==> src/mbmc_defs.svh <==
`ifndef MBMC_DEFS_SVH
`define MBMC_DEFS_SVH
// bank count and per-bank limits
`define MBMC_NBANK 8
`define MBMC_WS_MAX 5'h1e
`define MBMC_PEND_MAX 3'h7
// block size: 32 kbyte shifted left by a 4-bit code
`define MBMC_BLK_LSB 15
`define MBMC_BLK_MAX 4'hd
`define MBMC_BLK_ALL 17'h1ffff
// dram depth codes
`define MBMC_DR_NAR 4'h1
`define MBMC_DR_MIN 4'h3
`define MBMC_DR_MAX 4'hb
`define MBMC_DR_WIDE 4'hc
// port and request size codes
`define MBMC_PS8 2'h0
`define MBMC_PS32 2'h2
`define MBMC_SZ_WORD 2'h2
`define MBMC_BURST_WORDS 5'h4
// waveform table layout
`define MBMC_WF_N 16
`define MBMC_WF_ACC 4'h0
`define MBMC_WF_PAGE 4'h8
`define MBMC_WF_REF 4'hc
// boot bank and idle pin levels
`define MBMC_BOOT_WS 5'h1e
`define MBMC_CS_OFF 8'hff
`define MBMC_CS_ONE 8'h01
`define MBMC_BE_OFF 4'hf
`endif

==> src/mbmc_pkg.sv <==
`include "mbmc_defs.svh"
package mbmc_pkg;
  // controller states, one-hot
  typedef enum logic [3:0] {
    ST_IDLE = 4'h1,
    ST_ACC  = 4'h2,
    ST_DRAM = 4'h4,
    ST_REF  = 4'h8
  } mbmc_st_type;

  // one bank's settings
  typedef struct packed {
    logic        valid;
    logic [16:0] base;     // address bits 31..15
    logic [3:0]  blk;      // block size code
    logic [4:0]  ws;       // wait states
    logic [1:0]  port;     // port size code
    logic        atype_en; // qualify by address type
    logic [3:0]  atype;
    logic        dram;     // select acts as row strobe
  } mbmc_bank_type;

  // one waveform table entry, active-high strobes
  typedef struct packed {
    logic last;
    logic amux;
    logic we;
    logic oe;
    logic cas;
    logic ras;
  } mbmc_wf_type;

  // whole controller state
  typedef struct packed {
    mbmc_st_type st;
    logic [2:0]  bank;
    logic [31:0] addr;
    logic        wr;
    logic [1:0]  sz;
    logic [1:0]  port;
    logic        dram;
    logic [4:0]  ws;
    logic [3:0]  lastb;
    logic [3:0]  beat;
    logic [4:0]  wt;
    logic [3:0]  wfi;
    logic [31:0] acc;
    logic [31:0] wdat;
    logic [7:0]  cs_n;
    logic [3:0]  be_n;
    logic        oe_n;
    logic        we_n;
    logic        amux;
    logic [31:0] maddr;
    logic [31:0] mwd;
    logic        rsp_v;
    logic        rsp_e;
    logic [31:0] rsp_d;
    logic [15:0] rcnt;
    logic [2:0]  pend;
    logic        boot;
    logic [1:0]  bsize;
  } mbmc_state_type;
endpackage : mbmc_pkg

==> src/mbmc_ctrl.sv <==
`timescale 1ns/1ns
`include "mbmc_defs.svh"
// How it works
// decode accesses into eight configurable banks
// zero-wait static access takes two cycles
// block size from 32 kbyte to 256 mbyte
// per-bank wait states zero to thirty
// bank match optionally qualified by address type
// four byte enables plus one output enable
// boot select usable straight out of reset
// wide transfers split for narrow ports
// dram depths 256k to 64m, any port
// extra dram depths for 8/32-bit ports
// burst beats use page mode, row open
// cas-before-ras refresh from programmable timer
// refresh continues during external reset
// disable mode stops new refresh requests; pending ones still run
// up to seven pending refreshes, back to back
// strobe waveforms from programmed state machine
// one dram bank direct, more need buffers
// select is chip select or row strobe
// pending refresh first; count saturates
module mbmc_ctrl (
  // clock and reset
  input  wire logic                  clk,
  input  wire logic                  rst,
  // system bus request
  input  wire logic                  req_valid,
  output      logic                  req_ready,
  input  wire logic [31:0]           req_addr,
  input  wire logic                  req_write,
  input  wire logic [1:0]            req_size,
  input  wire logic                  req_burst,
  input  wire logic [3:0]            req_atype,
  input  wire logic [31:0]           req_wdata,
  // answer
  output      logic                  rsp_valid,
  output      logic                  rsp_error,
  output      logic [31:0]           rsp_rdata,
  // configuration
  input  wire mbmc_pkg::mbmc_bank_type bank_cfg [`MBMC_NBANK],
  input  wire logic                  cfg_commit,
  input  wire logic [1:0]            boot_port,
  input  wire mbmc_pkg::mbmc_wf_type wf_table [`MBMC_WF_N],
  input  wire logic [15:0]           ref_period,
  input  wire logic                  ref_disable,
  input  wire logic                  ext_reset,
  // memory pins
  output      logic [7:0]            mem_cs_n,
  output      logic [3:0]            mem_be_n,
  output      logic                  mem_oe_n,
  output      logic                  mem_we_n,
  output      logic                  mem_amux,
  output      logic [31:0]           mem_addr,
  output      logic [31:0]           mem_wdata,
  input  wire logic [31:0]           mem_rdata,
  // status
  output      logic                  boot_active,
  output      logic [2:0]            ref_pending
);
  mbmc_pkg::mbmc_state_type r_ff, nxt_r;       // registered state and next copy
  mbmc_pkg::mbmc_bank_type  cfg [`MBMC_NBANK]; // effective bank settings
  logic [`MBMC_NBANK-1:0]   hit;               // per-bank match
  logic [`MBMC_NBANK-1:0]   dmask;             // banks wired as dram
  logic [2:0]               hsel;              // winning bank
  logic                     any_hit;
  logic                     req_fire;
  logic                     tick, bend, dec, start, inc;
  mbmc_pkg::mbmc_wf_type    e_cur, e_nx;       // waveform entries now and next
  logic [1:0]               lbw, k, off, nk, noff;
  logic [4:0]               sh, beats;
  logic [31:0]              baddr, nb, rd_part;
  logic [3:0]               bemask;

  // log2 of beats per word for a request size on a port
  function automatic logic [1:0] f_lbw(logic [1:0] s, logic [1:0] p);
    return (s > p) ? 2'(s - p) : 2'h0;
  endfunction : f_lbw

  // byte lane of an address on a port
  function automatic logic [1:0] f_off(logic [31:0] a, logic [1:0] p);
    return a[1:0] & {p[1], |p};
  endfunction : f_off

  // lane mask for a size or port code
  function automatic logic [3:0] f_mask(logic [1:0] c);
    return c[1] ? 4'hf : (c[0] ? 4'h3 : 4'h1);
  endfunction : f_mask

  // dram depth legality; an illegal bank never matches
  function automatic logic depth_ok(mbmc_pkg::mbmc_bank_type c);
    return (c.blk <= `MBMC_BLK_MAX) && (!c.dram
      || (c.blk >= `MBMC_DR_MIN && c.blk <= `MBMC_DR_MAX)
      || (c.port == `MBMC_PS8 && c.blk >= `MBMC_DR_NAR && c.blk < `MBMC_DR_MIN)
      || (c.port == `MBMC_PS32 && c.blk >= `MBMC_DR_WIDE));
  endfunction : depth_ok

  // per-bank decode, bank 0 overridden while booting
  for (genvar i = 0; i < `MBMC_NBANK; i++) begin : g_bank
    always_comb begin
      cfg[i] = bank_cfg[i];
      if (i == 0 && r_ff.boot) begin
        cfg[i]       = '0;
        cfg[i].valid = 1'b1;
        cfg[i].blk   = `MBMC_BLK_MAX;
        cfg[i].ws    = `MBMC_BOOT_WS;
        cfg[i].port  = r_ff.bsize;
      end
    end
    assign dmask[i] = cfg[i].valid & cfg[i].dram;
    assign hit[i]   = cfg[i].valid && depth_ok(cfg[i])
      && (((req_addr[31:`MBMC_BLK_LSB] ^ cfg[i].base) & (`MBMC_BLK_ALL << cfg[i].blk)) == '0)
      && (!cfg[i].atype_en || cfg[i].atype == req_atype);
  end

  // lowest matching bank wins
  always_comb begin
    hsel = 3'h0;
    for (int j = `MBMC_NBANK - 1; j >= 0; j--) begin
      if (hit[j]) hsel = 3'(j);
    end
  end
  assign any_hit = |hit;

  // new accesses wait behind refresh and external reset
  assign req_ready = (r_ff.st == mbmc_pkg::ST_IDLE) && (r_ff.pend == '0) && !ext_reset;
  assign req_fire  = req_valid && req_ready;

  // next-state logic
  always_comb begin
    nxt_r       = r_ff;
    nxt_r.rsp_v = 1'b0;
    nxt_r.rsp_e = 1'b0;
    tick        = 1'b0;
    bend        = 1'b0;
    dec         = 1'b0;
    start       = 1'b0;
    beats       = 5'h0;
    e_cur       = wf_table[r_ff.wfi];
    // refresh timer, held at reload while disabled
    if (ref_disable) begin
      nxt_r.rcnt = ref_period;
    end else if (r_ff.rcnt == '0) begin
      nxt_r.rcnt = ref_period;
      tick       = 1'b1;
    end else begin
      nxt_r.rcnt = r_ff.rcnt - 16'h1;
    end
    // lanes of the beat in flight
    lbw     = f_lbw(r_ff.sz, r_ff.port);
    k       = r_ff.beat[1:0] & {lbw[1], |lbw};
    baddr   = r_ff.addr + (32'(r_ff.beat) << r_ff.port);
    off     = f_off(baddr, r_ff.port);
    sh      = {k, 3'b000} << r_ff.port;
    // keep only the lanes of the smaller of request and port, so a byte read is not padded with neighbours
    rd_part = (mem_rdata >> {off, 3'b000})
              & ~(32'hffffffff << (6'h8 << ((r_ff.sz < r_ff.port) ? r_ff.sz : r_ff.port)));
    case (r_ff.st)
      mbmc_pkg::ST_IDLE: begin
        if (r_ff.pend != '0) begin
          nxt_r.st  = mbmc_pkg::ST_REF;
          nxt_r.wfi = `MBMC_WF_REF;
        end else if (req_fire && !any_hit) begin
          nxt_r.rsp_v = 1'b1; // unmapped address
          nxt_r.rsp_e = 1'b1;
        end else if (req_fire) begin
          nxt_r.bank  = hsel;
          nxt_r.addr  = req_addr;
          nxt_r.wr    = req_write;
          nxt_r.sz    = (req_size > `MBMC_SZ_WORD) ? `MBMC_SZ_WORD : req_size;
          nxt_r.port  = (cfg[hsel].port > `MBMC_PS32) ? `MBMC_PS32 : cfg[hsel].port;
          nxt_r.dram  = cfg[hsel].dram;
          nxt_r.ws    = (cfg[hsel].ws > `MBMC_WS_MAX) ? `MBMC_WS_MAX : cfg[hsel].ws;
          // narrow ports take several beats per word; read bursts four words
          beats       = ((req_burst && !req_write) ? `MBMC_BURST_WORDS : 5'h1)
                        << f_lbw(nxt_r.sz, nxt_r.port);
          nxt_r.lastb = 4'(beats - 5'h1);
          nxt_r.beat  = 4'h0;
          nxt_r.acc   = '0;
          nxt_r.wdat  = req_wdata;
          start       = 1'b1;
        end
      end
      mbmc_pkg::ST_ACC: begin
        if (r_ff.wt != '0) nxt_r.wt = r_ff.wt - 5'h1;
        else bend = 1'b1;
      end
      mbmc_pkg::ST_DRAM: begin
        if (e_cur.last) bend = 1'b1;
        else nxt_r.wfi = r_ff.wfi + 4'h1;
      end
      mbmc_pkg::ST_REF: begin
        if (e_cur.last) begin
          dec = 1'b1;
          if (r_ff.pend > 3'h1) nxt_r.wfi = `MBMC_WF_REF;
          else nxt_r.st = mbmc_pkg::ST_IDLE;
        end else begin
          nxt_r.wfi = r_ff.wfi + 4'h1;
        end
      end
      default: nxt_r.st = mbmc_pkg::ST_IDLE;
    endcase
    // end of a beat: gather read data, answer per word
    if (bend) begin
      nxt_r.acc = r_ff.acc | (rd_part << sh);
      if (k == {lbw[1], |lbw}) begin
        nxt_r.rsp_v = 1'b1;
        nxt_r.rsp_d = nxt_r.acc;
        nxt_r.acc   = '0;
      end
      if (r_ff.beat == r_ff.lastb) begin
        nxt_r.st = mbmc_pkg::ST_IDLE;
      end else begin
        nxt_r.beat = r_ff.beat + 4'h1;
        start      = 1'b1;
      end
    end
    // launch a beat; later dram beats reuse the open row
    if (start) begin
      nxt_r.st  = nxt_r.dram ? mbmc_pkg::ST_DRAM : mbmc_pkg::ST_ACC;
      nxt_r.wt  = nxt_r.ws;
      nxt_r.wfi = (nxt_r.beat == '0) ? `MBMC_WF_ACC : `MBMC_WF_PAGE;
    end
    // external reset aborts accesses but refresh carries on
    if (ext_reset) begin
      if (nxt_r.st == mbmc_pkg::ST_ACC || nxt_r.st == mbmc_pkg::ST_DRAM) nxt_r.st = mbmc_pkg::ST_IDLE;
      nxt_r.boot = 1'b1;
    end else if (cfg_commit) begin
      nxt_r.boot = 1'b0;
    end
    // pending count saturates instead of wrapping
    // a tick in the cycle a refresh retires still counts, so a full stack stays full
    inc        = tick && (r_ff.pend != `MBMC_PEND_MAX || dec);
    nxt_r.pend = r_ff.pend + 3'(inc) - 3'(dec);
    // pins for the coming cycle
    lbw          = f_lbw(nxt_r.sz, nxt_r.port); // reused for the coming beat
    nk           = nxt_r.beat[1:0] & {lbw[1], |lbw};
    nb           = nxt_r.addr + (32'(nxt_r.beat) << nxt_r.port);
    noff         = f_off(nb, nxt_r.port);
    bemask       = (f_mask(nxt_r.sz) & f_mask(nxt_r.port)) << noff;
    e_nx         = wf_table[nxt_r.wfi];
    nxt_r.maddr  = nb;
    nxt_r.mwd    = (nxt_r.wdat >> ({nk, 3'b000} << nxt_r.port)) << {noff, 3'b000};
    nxt_r.cs_n   = `MBMC_CS_OFF;
    nxt_r.be_n   = `MBMC_BE_OFF;
    nxt_r.oe_n   = 1'b1;
    nxt_r.we_n   = 1'b1;
    nxt_r.amux   = 1'b0;
    case (nxt_r.st)
      mbmc_pkg::ST_ACC: begin // plain chip select
        nxt_r.cs_n = ~(`MBMC_CS_ONE << nxt_r.bank);
        nxt_r.be_n = ~bemask;
        nxt_r.oe_n = nxt_r.wr;
        nxt_r.we_n = ~nxt_r.wr;
      end
      mbmc_pkg::ST_DRAM: begin // select as row strobe, enables as column strobes
        nxt_r.cs_n = ~((`MBMC_CS_ONE << nxt_r.bank) & {8{e_nx.ras | (nxt_r.beat != '0)}});
        nxt_r.be_n = ~(bemask & {4{e_nx.cas}});
        nxt_r.oe_n = ~(e_nx.oe & ~nxt_r.wr);
        nxt_r.we_n = ~(e_nx.we & nxt_r.wr);
        nxt_r.amux = e_nx.amux;
      end
      mbmc_pkg::ST_REF: begin // all column strobes, every dram row strobe
        nxt_r.cs_n = ~(dmask & {8{e_nx.ras}});
        nxt_r.be_n = ~{4{e_nx.cas}};
      end
      default: ;
    endcase
  end

  // state register; the boot strap is caught while reset is held
  always_ff @(posedge clk) begin
    if (rst) begin
      r_ff       <= '0;
      r_ff.st    <= mbmc_pkg::ST_IDLE;
      r_ff.cs_n  <= `MBMC_CS_OFF;
      r_ff.be_n  <= `MBMC_BE_OFF;
      r_ff.oe_n  <= 1'b1;
      r_ff.we_n  <= 1'b1;
      r_ff.boot  <= 1'b1;
      r_ff.bsize <= boot_port;
    end else begin
      r_ff <= nxt_r;
    end
  end

  // outputs straight from the state register
  assign rsp_valid   = r_ff.rsp_v;
  assign rsp_error   = r_ff.rsp_e;
  assign rsp_rdata   = r_ff.rsp_d;
  assign mem_cs_n    = r_ff.cs_n;
  assign mem_be_n    = r_ff.be_n;
  assign mem_oe_n    = r_ff.oe_n;
  assign mem_we_n    = r_ff.we_n;
  assign mem_amux    = r_ff.amux;
  assign mem_addr    = r_ff.maddr;
  assign mem_wdata   = r_ff.mwd;
  assign boot_active = r_ff.boot;
  assign ref_pending = r_ff.pend;
endmodule : mbmc_ctrl

==> config.mk <==
export PLATFORM = sky130hd
export DESIGN_NAME = mbmc_ctrl
export DESIGN_NICKNAME = d
export VERILOG_FILES = /design/src/mbmc_pkg.sv /design/src/mbmc_ctrl.sv
export VERILOG_INCLUDE_DIRS = /design/src
export SDC_FILE = /design/constraint.sdc
export NUM_CORES = 1
export LEC_CHECK = 0
export BUFFER_PORTS_ARGS = -buffer_cell sky130_fd_sc_hd__buf_2
export CELL_PAD_IN_SITES_DETAIL_PLACEMENT = 0
export CELL_PAD_IN_SITES_GLOBAL_PLACEMENT = 2
export CORE_ASPECT_RATIO = 0.5
export CORE_UTILIZATION = 29
export CTS_BUF_LIST = sky130_fd_sc_hd__clkbuf_8
export DETAILED_ROUTE_END_ITERATION = 6
export PLACE_DENSITY_LB_ADDON = 0.25
export SYNTH_ARGS = -nofsm -noshare
export SYNTH_HDL_FRONTEND = slang
export SYNTH_SLANG_ARGS = --single-unit
export TNS_END_PERCENT = 1
==> constraint.sdc <==
create_clock -name clk -period 8.1 [get_ports clk]
set_input_delay 1.215 -clock clk [delete_from_list [all_inputs] [get_ports clk]]
set_output_delay 1.215 -clock clk [all_outputs]
set_load 0.005 [all_outputs]
==> flow_metrics.env <==
export IMPL_rsz0062_at_grt="false"
export IMPL_grt_max_degree=89
export IMPL_crit_slowest_cell="o41ai_1"
export IMPL_ant_nets=0
export IMPL_max_slew_margin=0.2338
export IMPL_ys_seq_area_frac=0.2781
export IMPL_setup_slack_ps=777.1
export IMPL_synth_top_area_frac=0.2750
export IMPL_finalSetupViolCount=0
export IMPL_grt_usage=0.2342
export IMPL_cts_tree="built"
export IMPL_hold_path_class="flop to flop"
export IMPL_finalWirelength_um=82130
export IMPL_cts_hold_buffers_added=0
export IMPL_cp_data_arrival_time_ps=7740
export IMPL_pwr_density_cell_mw_per_mm2=136.5
export IMPL_layout_min_cycle_time_ps=7323
export IMPL_drive_gt1_frac=0.2786
export IMPL_die_area_mm2=0.06736
export IMPL_power_leakage_nw=10.24
export IMPL_netlist_instances=2474
export IMPL_cp_slowest_stage_delay_ps=890
export IMPL_cts_sinks=266
export IMPL_mostFrequentLayoutCells="buf_2 (620), nor2_1 (334), nand2_1 (265)"
export IMPL_finalMaxSlewViolations=0
export IMPL_clock_latency_ps=610
export IMPL_critical_path_endpoint_type="flop"
export IMPL_clkTransAtPathRegs_ps=60
export IMPL_yosysWarnings=0
export IMPL_synth_area_leaders="dfxtp_1 (28%), nor2_1 (6.6%), xor2_1 (6.0%), mux2i_1 (5.5%), nand2_1 (5.2%)"
export IMPL_critPathMostFrequentCell="a21oi_1"
export IMPL_row_count=66
export IMPL_grt_pass1_vias=19197
export IMPL_drc=0
export IMPL_hold_viol_final=0
export IMPL_clk_path_buf_depth=3
export IMPL_period_share=0.9041
export IMPL_setup_tns_ps=0
export IMPL_critPathLaunch="req_atype[0]"
export IMPL_skew_ps=48.20
export IMPL_r2r_setup_slack_ps=1490
export IMPL_path_class="input port to flop"
export IMPL_cp_max_fo=8
export IMPL_yosysUniqueCellTypes=111
export IMPL_post_cts_setup_buffers=0
export IMPL_synth_seq_cells=266
export IMPL_layout_nets=3442
export IMPL_drt_iter0_drc=1181
export IMPL_synth_net_count=3009
export IMPL_syn_area_mm2=0.01922
export IMPL_die_w_um=366.1
export IMPL_start_util=0.2946
export IMPL_ff2ff_path_depth=25
export IMPL_worst_endpoint_required_ps=8520
export IMPL_final_common_cell="buf_2"
export IMPL_drtPass1Iterations=5
export IMPL_antenna_found_initial=10
export IMPL_dr_total_vias=19742
export IMPL_outcome="completed"
export IMPL_r2r_start="boot_active"
export IMPL_grt_pass1_wl_um=120900
export IMPL_timing_fmax_ghz=0.1366
export IMPL_core_mm2=0.06524
export IMPL_worstMarginPinSlew_ps=1142
export IMPL_cp_start_kind="input port"
export IMPL_grt_overflow=0
export IMPL_ys_flop_type="dfxtp_1"
export IMPL_synthToLayoutAreaGrowth_pct=20.18
export IMPL_synth_largest_area_cell="dfxtp_1"
export IMPL_cts_htree_levels=2
export IMPL_cts_buffers_inserted=45
export IMPL_clockRootBuffer="clkbuf_8"
export IMPL_synth_area_per_cell_um2=7.768
export IMPL_worstSetupEndpoint="mem_addr[24]"
export IMPL_cts_resized=0
export IMPL_routedWlPerCell_um=21.46
export IMPL_synth_edf_count=2
export IMPL_cap_violations=0
export IMPL_async_flop_share=0
export IMPL_die_h_um=184.0
export IMPL_ioPinCount=622
export IMPL_dp_slack_ps=362.7
export IMPL_ir_drop_mv=0.1034
export IMPL_gp_congestion=0.9392
export IMPL_io_buffers=621
export IMPL_via_per_inst=5.157
export IMPL_hold_ws_ps=453.8
export IMPL_hpwl_um=64070
export IMPL_r2r_end="mem_addr[24]"
-- cell type report --
class,count,area (um^2)
antenna,11,27.53
clock buffer,55,757.0
clock inverter,18,137.6
fill,7162,42140
inverter,47,178.9
multi-input combinational,1882,12100
sequential,266,5345
tap,884,1106
timing repair buffer,665,3445
-- worst max-delay path, delay by kind of cell --
family | cells | cell delay, ps
XOR/XNOR | 1 | 190
AND/OR/NAND/NOR | 7 | 1250
multiplexers | 1 | 300
buffers and inverters | 4 | 710
adder cells (fa/ha/maj) | 1 | 430
AO/OA/AOI/OAI | 13 | 3650
-- Yosys cell counts, types with 21 or more instances --
cell,count
nor2_1,336
mux2i_1,106
o221ai_1,21
nor3_1,55
a31oi_1,26
xor2_1,131
clkbuf_1,100
xnor2_1,92
ha_1,26
buf_4,123
nand2_1,265
a22oi_1,32
a211oi_1,52
buf_2,46
dfxtp_1,264
nand3_1,58
inv_1,46
a21oi_1,155
a21o_1,24
mux2_2,26
o21ai_0,102
-- sequential cells by signal (all words and copies together) (netlist names), 2 cells and up --
signal / count
mem_wdata: 32
mem_be_n: 4
ref_pending: 3
mem_cs_n: 8
nxt_r: 2
rsp_rdata: 32
r_ff: 147
mem_addr: 32
-- metrics by stage --
step	util	power (mW)	instance area [um^2]	std cells
6_report	0.3540	3.153	23100	3828
2_1_floorplan	-	1.655	19220	2474
4_1_cts	0.3536	3.200	23070	3817
3_3_place_gp	0.3399	1.911	22170	3744
3_5_place_dp	0.3399	1.910	22170	3744
5_1_grt	0.3540	3.310	23090	3827
-- kinds of logic after synthesis --
group / synth area share
DFF: 0.2781
and+or+nand+nor: 0.2113
adders and majority gates: 0.02214
AOI/OAI and AO/OA: 0.2173
muxes: 0.07631
xor gates and xnor gates: 0.1016
buffers and inverters: 0.09324
-- routing by layer --
| metal | global-route usage | routed length, um |
|---|---|---|
| met5 | 0 | 0 |
| met4 | 0.05824 | 1808 |
| met3 | 0.03464 | 4063 |
| met2 | 0.4104 | 40130 |
| met1 | 0.3009 | 36130 |
-- where the power goes --
part	switching, mW	leakage [nW]	internal [mW]
Clock	0.594	0.503	0.675
Combinational	0.315	7.58	0.232
Sequential	0.0113	2.15	1.33
-- worst min-delay path by stage --
stage | startpoint | to | slack (ps) | depth (start not counted)
global placement | r_ff[216] | r_ff[216] | 440 | 2
detailed placement | r_ff[216] | r_ff[216] | 450 | 2
finish | r_ff[216] | r_ff[216] | 450 | 2
floorplan | r_ff[216] | r_ff[216] | 430 | 2
CTS | r_ff[216] | r_ff[216] | 460 | 2
global route | r_ff[142] | r_ff[142] | 470 | 2
Power figures use the tool's default switching activity.
